`src/rtl/lum_pkg.sv`:
```
/*
 * Shared constants for the luminaire frame data latch: clock-derived
 * timing counts, frame layout, Wishbone register map and reset values.
 * Assumes a 40 MHz system clock and a 32-bit Wishbone data bus.
 */
package lum_pkg;

	// ----------------------------------------------------------------
	// Timing
	// ----------------------------------------------------------------
	localparam int CLK_HZ            = 40_000_000;
	localparam int INTERVAL_NS       = 1000;
	localparam int SYNC_QUAL_US      = 10;
	localparam int STANDBY_MS        = 500;
	localparam int SYNC_TIMEOUT_MS   = 220;
	localparam int INTERVAL_CYC      = (CLK_HZ / 1_000_000) * INTERVAL_NS / 1000;
	localparam int SYNC_QUAL_CYC     = (CLK_HZ / 1_000_000) * SYNC_QUAL_US;
	localparam int STANDBY_CYC       = (CLK_HZ / 1000) * STANDBY_MS;
	localparam int SYNC_TIMEOUT_CYC  = (CLK_HZ / 1000) * SYNC_TIMEOUT_MS;
	localparam int INTERVALS         = 10;

	// ----------------------------------------------------------------
	// Intervals within one bit field
	// ----------------------------------------------------------------
	localparam logic [3:0] IV_LATCH   = 4'h1;
	localparam logic [3:0] IV_COUNT   = 4'h2;
	localparam logic [3:0] IV_CLEAR   = 4'h3;
	localparam logic [3:0] IV_SAMP_A  = 4'h4;
	localparam logic [3:0] IV_SAMP_E  = 4'h8;
	localparam logic [3:0] IV_SHIFT   = 4'h9;

	// ----------------------------------------------------------------
	// Frame layout, in data bit counts
	// ----------------------------------------------------------------
	localparam logic [5:0] CNT_ADDR_SAMPLE = 6'h09;
	localparam logic [5:0] CNT_LAMP_FIRST  = 6'h0A;
	localparam logic [5:0] CNT_LAMP_LAST   = 6'h0D;
	localparam logic [5:0] CNT_SLOT_INT    = 6'h15;
	localparam logic [5:0] CNT_SLOT_LAMP   = 6'h16;
	localparam logic [5:0] CNT_SLOT_PAN    = 6'h1D;
	localparam logic [5:0] CNT_SLOT_TILT   = 6'h25;
	localparam logic [5:0] CNT_SLOT_COLOR  = 6'h2D;
	localparam logic [5:0] CNT_SLOT_BEAM   = 6'h35;
	localparam logic [5:0] CNT_FRAME_END   = 6'h39;

	// Lamp control latch bit positions.
	localparam int LC_IGNITE = 0;
	localparam int LC_FLASH  = 1;
	localparam int LC_CHASE  = 2;

	// ----------------------------------------------------------------
	// Register map (byte addresses) and reset values
	// ----------------------------------------------------------------
	localparam logic [3:0] REG_ADDR    = 4'h0;
	localparam logic [3:0] REG_STATUS  = 4'h4;
	localparam logic [3:0] REG_LATCH0  = 4'h8;
	localparam logic [3:0] REG_LATCH1  = 4'hC;
	localparam logic [7:0] ADDR_RESET  = 8'h01;

	// Color byte bits [7:5] select a wheel position code per wheel.
	localparam logic [2:0] WHEEL_LUT [3][8] = '{
		'{3'h0, 3'h1, 3'h2, 3'h3, 3'h4, 3'h5, 3'h6, 3'h7},
		'{3'h0, 3'h0, 3'h1, 3'h2, 3'h3, 3'h4, 3'h5, 3'h6},
		'{3'h0, 3'h7, 3'h6, 3'h5, 3'h4, 3'h3, 3'h2, 3'h1}
	};

endpackage

```
`src/rtl/frame_timing_if.sv`:
```
/*
 * Bundle of bit-field timing strobes between the sampler and the core.
 * Assumes both ends run on the same clock.
 */
`timescale 1ns/1ps
`default_nettype none
interface frame_timing_if;
	logic voted_bit;
	logic shift_strobe;
	logic latch_strobe;
	logic count_strobe;
	logic clear_strobe;
	logic sync_accept;
	logic frame_done;

	modport sampler (
		output voted_bit, shift_strobe, latch_strobe, count_strobe,
		output clear_strobe, sync_accept,
		input  frame_done
	);
	modport core (
		input  voted_bit, shift_strobe, latch_strobe, count_strobe,
		input  clear_strobe, sync_accept,
		output frame_done
	);
endinterface
`default_nettype wire

```
`src/rtl/bit_sampler.sv`:
```
/*
 * Sync qualifier, 1 us interval timer and five-sample bit voter.
 * Assumes raw asynchronous sync and data pins; both are synchronised here.
 */
`timescale 1ns/1ps
`default_nettype none
module bit_sampler (
	input  wire logic       clk_i,
	input  wire logic       rst_i,
	input  wire logic       sync_in_i,
	input  wire logic       serial_bit_in_i,
	frame_timing_if.sampler ft
);
	import lum_pkg::*;

	logic [1:0] sync_meta_ff;
	logic [1:0] data_meta_ff;
	logic [8:0] qual_ff;
	logic       armed_ff;
	logic       running_ff;
	logic       last_ff;
	logic [5:0] div_ff;
	logic [3:0] iv_ff;
	logic [4:0] samp_ff;
	logic       tick;
	logic       qual_hit;
	logic       sync_s;
	logic       data_s;

	assign sync_s   = sync_meta_ff[1];
	assign data_s   = data_meta_ff[1];
	assign tick     = running_ff && (div_ff == 6'(INTERVAL_CYC - 1));
	assign qual_hit = sync_s && armed_ff && (qual_ff == 9'(SYNC_QUAL_CYC - 1));

	function automatic logic vote5(input logic [4:0] s);
		logic [2:0] n;
		n = 3'(s[0]) + 3'(s[1]) + 3'(s[2]) + 3'(s[3]) + 3'(s[4]);
		return n >= 3'h3;
	endfunction

	always_ff @(posedge clk_i) begin
		sync_meta_ff <= {sync_meta_ff[0], sync_in_i};
		data_meta_ff <= {data_meta_ff[0], serial_bit_in_i};
	end

	// ------------------------------------------------------------
	// Sync qualifier
	// ------------------------------------------------------------
	// A short pulse drops the count back to zero and is ignored.
	always_ff @(posedge clk_i) begin
		if (rst_i || !sync_s) begin
			qual_ff  <= '0;
			armed_ff <= 1'b1;
		end else if (qual_hit) begin
			armed_ff <= 1'b0;
		end else if (armed_ff) begin
			qual_ff <= qual_ff + 9'h001;
		end
		ft.sync_accept <= !rst_i && qual_hit;
	end

	// ------------------------------------------------------------
	// Interval timer
	// ------------------------------------------------------------
	always_ff @(posedge clk_i) begin
		if (rst_i || qual_hit) begin
			running_ff <= qual_hit && !rst_i;
			last_ff    <= 1'b0;
			div_ff     <= '0;
			iv_ff      <= '0;
		end else begin
			if (ft.frame_done)
				last_ff <= 1'b1;
			if (tick) begin
				div_ff <= '0;
				iv_ff  <= (iv_ff == 4'(INTERVALS - 1)) ? 4'h0 : iv_ff + 4'h1;
				if (iv_ff == IV_SHIFT && last_ff)
					running_ff <= 1'b0;
			end else if (running_ff) begin
				div_ff <= div_ff + 6'h01;
			end
		end
	end

	// ------------------------------------------------------------
	// Sampling and strobes
	// ------------------------------------------------------------
	always_ff @(posedge clk_i) begin
		if (rst_i) begin
			samp_ff         <= '0;
			ft.voted_bit    <= 1'b0;
			ft.shift_strobe <= 1'b0;
			ft.latch_strobe <= 1'b0;
			ft.count_strobe <= 1'b0;
			ft.clear_strobe <= 1'b0;
		end else begin
			if (tick && iv_ff >= IV_SAMP_A && iv_ff <= IV_SAMP_E)
				samp_ff <= {samp_ff[3:0], data_s};
			if (tick && iv_ff == IV_SHIFT)
				ft.voted_bit <= vote5(samp_ff);
			ft.shift_strobe <= tick && iv_ff == IV_SHIFT;
			ft.latch_strobe <= tick && iv_ff == IV_LATCH;
			ft.count_strobe <= tick && iv_ff == IV_COUNT;
			ft.clear_strobe <= tick && iv_ff == IV_CLEAR;
		end
	end
endmodule
`default_nettype wire

```
`src/rtl/luminaire_frame_data_latch.sv`:
```
/*
 * Back end of the luminaire serial data receiver: byte assembly, address
 * gating, five byte latches, lamp controls, signal loss and Wishbone access.
 * Assumes a 40 MHz clock, synchronous reset held from power-up, and raw
 * asynchronous sync and data pins.
 */
// Function
// Shift voted bit; byte feeds compare and latches.
// Latch needs match, slot select and strobe.
// Slots in order: intensity, lamp, pan, tilt, color, beam.
// Latched bytes drive outputs continuously, no reclock; wheel outputs are registered one cycle behind the color latch.
// Color byte indexes three 3-bit wheel tables.
// Lamp-on from field 10 into history register.
// History shifts once per frame on lamp slot.
// Lamp-on follows majority of three history bits.
// Ignite from field 11 latched with effect bits.
// Ignite output is inverse of latched bit.
// Zero intensity asserts standby after half second.
// Nonzero intensity drops standby at once.
// Each sync restarts 220 ms signal timeout.
// No signal forces intensity latch to zero.
// Count returns to zero at bit 57.
// Address match holds enable for the frame.
// Bit is 3-of-5 vote of 1 us samples.
// Sync counts only after 10 us present.
// Delays are system clock counters; sync re-arms.
// Reset clears latches, history, lamp-on, signal.
`timescale 1ns/1ps
`default_nettype none
module luminaire_frame_data_latch #(
	parameter int STANDBY_CYCLES = lum_pkg::STANDBY_CYC,
	parameter int TIMEOUT_CYCLES = lum_pkg::SYNC_TIMEOUT_CYC
) (
	input  wire logic        clk_i,
	input  wire logic        rst_i,
	input  wire logic        sync_in_i,
	input  wire logic        serial_bit_in_i,
	input  wire logic        wb_cyc_i,
	input  wire logic        wb_stb_i,
	input  wire logic        wb_we_i,
	input  wire logic [3:0]  wb_adr_i,
	input  wire logic [3:0]  wb_sel_i,
	input  wire logic [31:0] wb_dat_i,
	output logic [31:0]      wb_dat_o,
	output logic             wb_ack_o,
	output logic [7:0]       intensity_o,
	output logic [7:0]       pan_o,
	output logic [7:0]       tilt_o,
	output logic [7:0]       beam_o,
	output logic [2:0]       wheel0_o,
	output logic [2:0]       wheel1_o,
	output logic [2:0]       wheel2_o,
	output logic             lamp_power_on_o,
	output logic             lamp_ignite_n_o,
	output logic             lamp_standby_o,
	output logic             signal_present_o
);
	import lum_pkg::*;

	// The sampler owns both pin synchronisers; nothing here reads a raw pin.
	frame_timing_if ft ();

	bit_sampler u_sampler (
		.clk_i           (clk_i),
		.rst_i           (rst_i),
		.sync_in_i       (sync_in_i),
		.serial_bit_in_i (serial_bit_in_i),
		.ft              (ft.sampler)
	);

	// ----------------------------------------------------------------
	// State
	// ----------------------------------------------------------------
	logic [5:0]  count_ff;
	logic [7:0]  byte_bus_ff;
	logic        address_match_enable_n_ff;
	logic [3:0]  lamp_bits_ff;
	logic [2:0]  lamp_ctrl_ff;
	logic [7:0]  color_ff;
	logic [2:0]  history_ff;
	logic [31:0] standby_cnt_ff;
	logic [31:0] timeout_cnt_ff;
	logic [7:0]  fixture_addr_ff;
	logic        frame_done_ff;

	// ----------------------------------------------------------------
	// Decode
	// ----------------------------------------------------------------
	logic       latch_ok;
	logic       slot_sel_intensity_n;
	logic       slot_sel_lamp_ctrl_n;
	logic       slot_sel_pan_n;
	logic       slot_sel_tilt_n;
	logic       slot_sel_color_n;
	logic       slot_sel_beam_n;
	logic       at_frame_end;
	logic       in_lamp_bits;
	logic [1:0] lamp_idx;
	logic       intensity_zero;
	logic       wb_req;
	logic       wb_wr;
	logic [31:0] rd_mux;

	// Slot selects are active low, like the latch enable they are gated with.
	function automatic logic slot_n(input logic [5:0] cnt, input logic [5:0] slot);
		return !(cnt == slot);
	endfunction

	function automatic logic maj3(input logic [2:0] h);
		return (h[0] & h[1]) | (h[0] & h[2]) | (h[1] & h[2]);
	endfunction

	assign slot_sel_intensity_n = slot_n(count_ff, CNT_SLOT_INT);
	assign slot_sel_lamp_ctrl_n = slot_n(count_ff, CNT_SLOT_LAMP);
	assign slot_sel_pan_n       = slot_n(count_ff, CNT_SLOT_PAN);
	assign slot_sel_tilt_n      = slot_n(count_ff, CNT_SLOT_TILT);
	assign slot_sel_color_n     = slot_n(count_ff, CNT_SLOT_COLOR);
	assign slot_sel_beam_n      = slot_n(count_ff, CNT_SLOT_BEAM);

	assign latch_ok       = !address_match_enable_n_ff && ft.latch_strobe;
	assign at_frame_end   = ft.clear_strobe && count_ff == CNT_FRAME_END;
	assign in_lamp_bits   = count_ff >= CNT_LAMP_FIRST && count_ff <= CNT_LAMP_LAST;
	assign lamp_idx       = 2'(count_ff - CNT_LAMP_FIRST);
	assign intensity_zero = intensity_o == 8'h00;
	assign ft.frame_done  = frame_done_ff;

	// ----------------------------------------------------------------
	// Bit counter and shift register
	// ----------------------------------------------------------------
	// A new sync restarts the count even if the last frame was cut short.
	always_ff @(posedge clk_i) begin
		if (rst_i || ft.sync_accept) begin
			count_ff <= '0;
		end else if (at_frame_end) begin
			count_ff <= '0;
		end else if (ft.count_strobe) begin
			count_ff <= count_ff + 6'h01;
		end
		frame_done_ff <= !rst_i && at_frame_end;
	end

	always_ff @(posedge clk_i) begin
		if (rst_i)
			byte_bus_ff <= '0;
		else if (ft.shift_strobe)
			byte_bus_ff <= {byte_bus_ff[6:0], ft.voted_bit};
	end

	// ----------------------------------------------------------------
	// Address gate and lamp bits
	// ----------------------------------------------------------------
	// The enable is cleared at each new sync so a stale match from the
	// previous frame can never open the latches.
	always_ff @(posedge clk_i) begin
		if (rst_i || ft.sync_accept)
			address_match_enable_n_ff <= 1'b1;
		else if (ft.clear_strobe && count_ff == CNT_ADDR_SAMPLE)
			address_match_enable_n_ff <= !(byte_bus_ff == fixture_addr_ff);
	end

	// Lamp bits ride outside the byte path and are caught as they arrive.
	always_ff @(posedge clk_i) begin
		if (rst_i)
			lamp_bits_ff <= '0;
		else if (ft.shift_strobe && in_lamp_bits)
			lamp_bits_ff[lamp_idx] <= ft.voted_bit;
	end

	// ----------------------------------------------------------------
	// Byte latches
	// ----------------------------------------------------------------
	// Loss of signal wins over a latch so the iris closes even mid-frame.
	always_ff @(posedge clk_i) begin
		if (rst_i || !signal_present_o)
			intensity_o <= '0;
		else if (latch_ok && !slot_sel_intensity_n)
			intensity_o <= byte_bus_ff;
	end

	always_ff @(posedge clk_i) begin
		if (rst_i) begin
			pan_o        <= '0;
			tilt_o       <= '0;
			color_ff     <= '0;
			beam_o       <= '0;
			lamp_ctrl_ff <= '0;
			history_ff   <= '0;
		end else begin
			if (latch_ok && !slot_sel_pan_n)
				pan_o <= byte_bus_ff;
			if (latch_ok && !slot_sel_tilt_n)
				tilt_o <= byte_bus_ff;
			if (latch_ok && !slot_sel_color_n)
				color_ff <= byte_bus_ff;
			if (latch_ok && !slot_sel_beam_n)
				beam_o <= byte_bus_ff;
			if (latch_ok && !slot_sel_lamp_ctrl_n) begin
				lamp_ctrl_ff <= lamp_bits_ff[3:1];
				history_ff   <= {history_ff[1:0], lamp_bits_ff[0]};
			end
		end
	end

	// ----------------------------------------------------------------
	// Color wheel tables
	// ----------------------------------------------------------------
	// Table outputs are registered one cycle behind the color latch.
	// The extra cycle is harmless: the wheels move far slower than that.
	always_ff @(posedge clk_i) begin
		if (rst_i) begin
			wheel0_o <= '0;
			wheel1_o <= '0;
			wheel2_o <= '0;
		end else begin
			wheel0_o <= WHEEL_LUT[0][color_ff[7:5]];
			wheel1_o <= WHEEL_LUT[1][color_ff[7:5]];
			wheel2_o <= WHEEL_LUT[2][color_ff[7:5]];
		end
	end

	// ----------------------------------------------------------------
	// Lamp controls
	// ----------------------------------------------------------------
	always_ff @(posedge clk_i) begin
		if (rst_i) begin
			lamp_power_on_o <= 1'b0;
			lamp_ignite_n_o <= 1'b1;
		end else begin
			// Two of three frames decide, so one corrupt frame cannot douse it.
			lamp_power_on_o <= maj3(history_ff);
			lamp_ignite_n_o <= !lamp_ctrl_ff[LC_IGNITE];
		end
	end

	// Entry waits for the iris to close; exit is immediate because the
	// iris is already opening and run current must follow it.
	always_ff @(posedge clk_i) begin
		if (rst_i || !intensity_zero) begin
			standby_cnt_ff <= '0;
			lamp_standby_o <= 1'b0;
		end else if (standby_cnt_ff == 32'(STANDBY_CYCLES - 1)) begin
			lamp_standby_o <= 1'b1;
		end else begin
			standby_cnt_ff <= standby_cnt_ff + 32'h0000_0001;
		end
	end

	// ----------------------------------------------------------------
	// Signal sensing
	// ----------------------------------------------------------------
	// At expiry the counter parks at its end value, so the flag stays clear
	// until the next qualified sync sets it again.
	always_ff @(posedge clk_i) begin
		if (rst_i) begin
			timeout_cnt_ff   <= '0;
			signal_present_o <= 1'b0;
		end else if (ft.sync_accept) begin
			timeout_cnt_ff   <= '0;
			signal_present_o <= 1'b1;
		end else if (timeout_cnt_ff == 32'(TIMEOUT_CYCLES - 1)) begin
			signal_present_o <= 1'b0;
		end else if (signal_present_o) begin
			timeout_cnt_ff <= timeout_cnt_ff + 32'h0000_0001;
		end
	end

	// ----------------------------------------------------------------
	// Wishbone slave
	// ----------------------------------------------------------------
	// Masking with ack keeps one held request from being taken twice.
	assign wb_req = wb_cyc_i && wb_stb_i && !wb_ack_o;
	assign wb_wr  = wb_req && wb_we_i;

	// Unmapped offsets read as zero; writes to them are dropped.
	assign rd_mux =
		(wb_adr_i == REG_ADDR)   ? {24'h00_0000, fixture_addr_ff} :
		(wb_adr_i == REG_STATUS) ? {20'h0_0000, count_ff[5:0] == 6'h00, history_ff,
		                            !address_match_enable_n_ff, lamp_ignite_n_o,
		                            lamp_standby_o, lamp_power_on_o,
		                            signal_present_o, lamp_ctrl_ff} :
		(wb_adr_i == REG_LATCH0) ? {tilt_o, pan_o, 5'h00, lamp_ctrl_ff, intensity_o} :
		(wb_adr_i == REG_LATCH1) ? {7'h00, wheel2_o, wheel1_o, wheel0_o,
		                            beam_o, color_ff} :
		32'h0000_0000;

	always_ff @(posedge clk_i) begin
		if (rst_i) begin
			wb_ack_o        <= 1'b0;
			wb_dat_o        <= '0;
			fixture_addr_ff <= ADDR_RESET;
		end else begin
			wb_ack_o <= wb_req;
			// Data is zero outside ack so an OR of several slaves stays clean.
			wb_dat_o <= wb_req ? rd_mux : 32'h0000_0000;
			if (wb_wr && wb_adr_i == REG_ADDR && wb_sel_i[0])
				fixture_addr_ff <= wb_dat_i[7:0];
		end
	end
endmodule
`default_nettype wire

```
`config.mk`:
```
export PLATFORM = sky130hd
export DESIGN_NAME = luminaire_frame_data_latch
export DESIGN_NICKNAME = d
export VERILOG_FILES = /design/src/rtl/lum_pkg.sv /design/src/rtl/frame_timing_if.sv /design/src/rtl/bit_sampler.sv /design/src/rtl/luminaire_frame_data_latch.sv
export SDC_FILE = /design/constraint.sdc
export NUM_CORES = 1
export LEC_CHECK = 0
export BUFFER_PORTS_ARGS = -buffer_cell sky130_fd_sc_hd__buf_2
export CAP_MARGIN = 10
export CORE_ASPECT_RATIO = 0.9
export CORE_UTILIZATION = 52
export DETAILED_ROUTE_END_ITERATION = 12
export GPL_TIMING_DRIVEN = 0
export HOLD_SLACK_MARGIN = 0.03
export PLACE_DENSITY = 0.87
export SETUP_SLACK_MARGIN = 0.2
export SLEW_MARGIN = 20
export SYNTH_ARGS = -nofsm -noshare
export SYNTH_HDL_FRONTEND = slang
export SYNTH_HIERARCHICAL = 1
export SYNTH_SLANG_ARGS = --single-unit
```
`constraint.sdc`:
```
create_clock -name clk_i -period 2.03 [get_ports clk_i]
set_clock_uncertainty 0.1 [all_clocks]
set_input_delay 0.1015 -clock clk_i [delete_from_list [all_inputs] [get_ports clk_i]]
set_output_delay 0.1015 -clock clk_i [all_outputs]
set_load 0.01 [all_outputs]
```
==> flow_metrics.py <==
metrics = {
    "drt": {
        "wl_mm": 24.2,
        "first_pass_iters": 5,
        "wire_per_inst_um": 16.8,
        "antenna_left": 0,
        "vias": 8294,
        "routed_via_density": 5.75,
        "drc_errors": 0,
        "first_iter_violations": 569,
    },
    "yosys": {
        "syn_inst": 1024,
        "async_flop_share_pct": 0,
        "ys_seq_elements": 220,
        "synth.largest_area_cell": "dfxtp_1",
        "synth_nets": 1088,
        "ys_seq_area_share_pct": 47.4,
        "synth.cells.most_frequent": "dfxtp_1 (219), nor2_1 (166), nand2_1 (84), mux2i_1 (63), xnor2_1 (51)",
        "yosysMostFrequentCell": "dfxtp_1",
        "yosys_most_used_dff": "dfxtp_1",
        "syn_area_um2": 9310,
        "syn_area_per_cell_um2": 9.09,
        "synth_edf_count": 1,
        "ys.warnings.count": 6,
        "synth.area.top_cells": "dfxtp_1 (47%), mux2i_1 (6.8%), nor2_1 (6.7%), xnor2_1 (4.8%), nand2_1 (3.4%)",
        "synth_cell_types": 65,
        "synth.top_cell.area_share_pct": 47.1,
    },
    "clocking": {
        "htree_levels": 1,
        "cts_tree": "yes",
        "insertion_delay_ps": 530,
        "cts-root-to-sink-buffers": 3,
        "numCtsBuffers": 22,
        "clock_sink_count": 220,
        "cts_root_buf": "clkbuf_16",
        "cts.reportedPaths.clkPinSlew_ps": 60,
    },
    "sta": {
        "fmax_mhz": 459,
        "final.setup.tns_ps": -920,
        "setup_slack_ps": -150,
        "slew_headroom_pct": 36.6,
        "slew_violations": 0,
        "period_share_pct": 107,
        "fin_crit_ps": 2180,
        "setup_viol": 10,
        "rsz0062_at_grt": "yes",
        "hold_viol_final": 0,
        "hold_ws_ps": 62.5,
        "worst_pin_slew_ps": 944,
    },
    "worst_setup_path": {
        "crit_start": "timeout_cnt_ff[2]",
        "crit_family": "simple AND/OR/NAND/NOR gates",
        "reg2regPathDepth": 5,
        "cp.arrival_ps": 2480,
        "worstPathCellList": "or4b_4 -> or4_4 -> o31ai_4 -> mux2i_1 -> nor2_1",
        "path_depth": 5,
        "critPathBufInv": 0,
        "required_ps": 2330,
        "path_max_fanout": 5,
        "startpoint_type": "flop",
        "critPathMaxStageDelay_ps": 590,
        "crit_type": "reg2reg",
        "slowest_stage": "or4_4",
        "r2r-start": "timeout_cnt_ff[2]",
        "cp-end-kind": "flop",
    },
    "global_route": {
        "antenna_found_initial": 1,
        "grt_pass1_wl_mm": 37.3,
        "grt-ovfl-total": 0,
        "grt_max_degree": 16,
        "grt_pass1_vias": 7685,
        "grtUsageTotal_pct": 25.1,
    },
    "power": {
        "ir_drop_uv": 513,
        "powerDensity_nw_per_um2": 706,
        "power.leakage_nw": 4.61,
        "finalPower_w": 0.00835,
    },
    "die": {
        "die_h_um": 129,
        "io_pins": 125,
        "start_util_pct": 53.0,
        "placementRows": 46,
        "design.die.area_um2": 18400,
        "fp.dieW_um": 143,
        "core_area_um2": 17600,
    },
    "run": {
        "drv_cap": 0,
    },
    "cells_and_area": {
        "drive_above_1_share_pct": 25.1,
        "area_growth_pct": 27.1,
        "fill_cells": 1193,
        "layout.nets": 1250,
    },
    "min_path": {
        "hold_class": "in2reg",
        "hold_path_depth": 4,
        "min-delay-start": "rst_i",
    },
    "placed_design": {
        "globalplace.congestion": 0.874,
        "dp_hpwl_mm": 14.9,
        "io_buffer_count": 96,
        "pre_cts_ws_ps": -184,
    },
    "status": {
        "violations": "setup timing",
        "status": "finished with violations",
    },
}
-- final timing paths --
| check | slack [ps] | end |
|---|---|---|
| setup / recovery | -150 | timeout_cnt_ff[1] |
| hold / removal | 60 | wb_dat_o[1] |
| setup reg to reg | -150 | timeout_cnt_ff[1] |
| hold reg to reg | 230 | u_sampler/sync_meta_ff[1] |
-- power by group --
| group | switching, W | internal, W |
|---|---|---|
| registers | 0.0000152 | 0.00433 |
| logic | 0.000142 | 0.0000809 |
| clock network | 0.00174 | 0.00204 |
-- logic make-up (layout without fill, tap and decap cells) --
logic type / after synthesis / after routing / share of synthesized area, %
compound gates: 104 / 104 / 7.45
fa+ha+maj: 17 / 17 / 2.45
other cells: 0 / 1 / 0
xor+xnor: 72 / 72 / 6.77
mux: 66 / 66 / 7.14
flops: 220 / 220 / 47.4
simple gates: 466 / 466 / 25.4
buf+inv: 79 / 256 / 3.40
-- worst reg2reg max path, delay by kind of cell, from the launching register on --
kind	cells	cell delay, ps
mux	1	220
compound gates	1	260
simple gates	3	1110
flops	1	380
-- metrics by stage --
| step | utilization, % | area (µm²) | std cells |
|---|---|---|---|
| final | 67.4 | 11800 | 1442 |
| after global routing | 67.4 | 11800 | 1441 |
| after CTS | 65.3 | 11500 | 1427 |
| after detailed placement | 58.2 | 10200 | 1360 |
| after global placement | 58.1 | 10200 | 1360 |
| after floorplan | - | 9420 | 1024 |
-- sequential cells by signal, indices dropped and copies added (netlist names), 4 cells and up --
name and count:
color_ff 8, u_sampler/samp_ff 5, lamp_bits_ff 4, byte_bus_ff 8, count_ff 6, tilt_o 8
standby_cnt_ff 32, wb_dat_o 32, beam_o 8, intensity_o 8, fixture_addr_ff 8, u_sampler/iv_ff 4
u_sampler/qual_ff 9, u_sampler/div_ff 6, pan_o 8, timeout_cnt_ff 32
-- layer usage --
metal | track usage [%] | up-vias | wire, µm
met4 | 10.9 | 0 | 991
met1 | 31.2 | 3920 | 10100
met2 | 42.4 | 390 | 11400
met3 | 5.06 | 85 | 1710
li1 | - | 3899 | -
met5 | 0 | - | 0
-- cell usage in the layout (no fill, tap or decap), drive strengths merged, types with 24 or more instances in the layout --
cell and instances:
mux2i 63, nand3 44, nor4 24, nor3 25, buf 142, and3 27, dfxtp 219, xnor2 51
clkbuf 58, nand2 86, a21oi 37, inv 26, nor2 166
-- cell type report --
class	count	area [µm²]	share of cell area, %
diodes	1	2.50	0.0211
flip-flops and latches	220	4470	37.7
multi-input cells	725	5130	43.4
plain buffers	53	299	2.53
well taps	240	300	2.54
inverters	26	100	0.846
repair buffers	138	865	7.31
clock inverters	15	97.6	0.825
clock buffers	24	568	4.80
-- repair_timing --
item | in CTS | in global routing
setup endpoints to repair | 116 | 124
setup buffers | 13 | 14
pin swaps | 27 | 30
hold endpoints to repair | 25 | 0
hold buffers | 15 | 0
gates resized for setup | 81 | 80
Power figures use the tool's default switching activity.
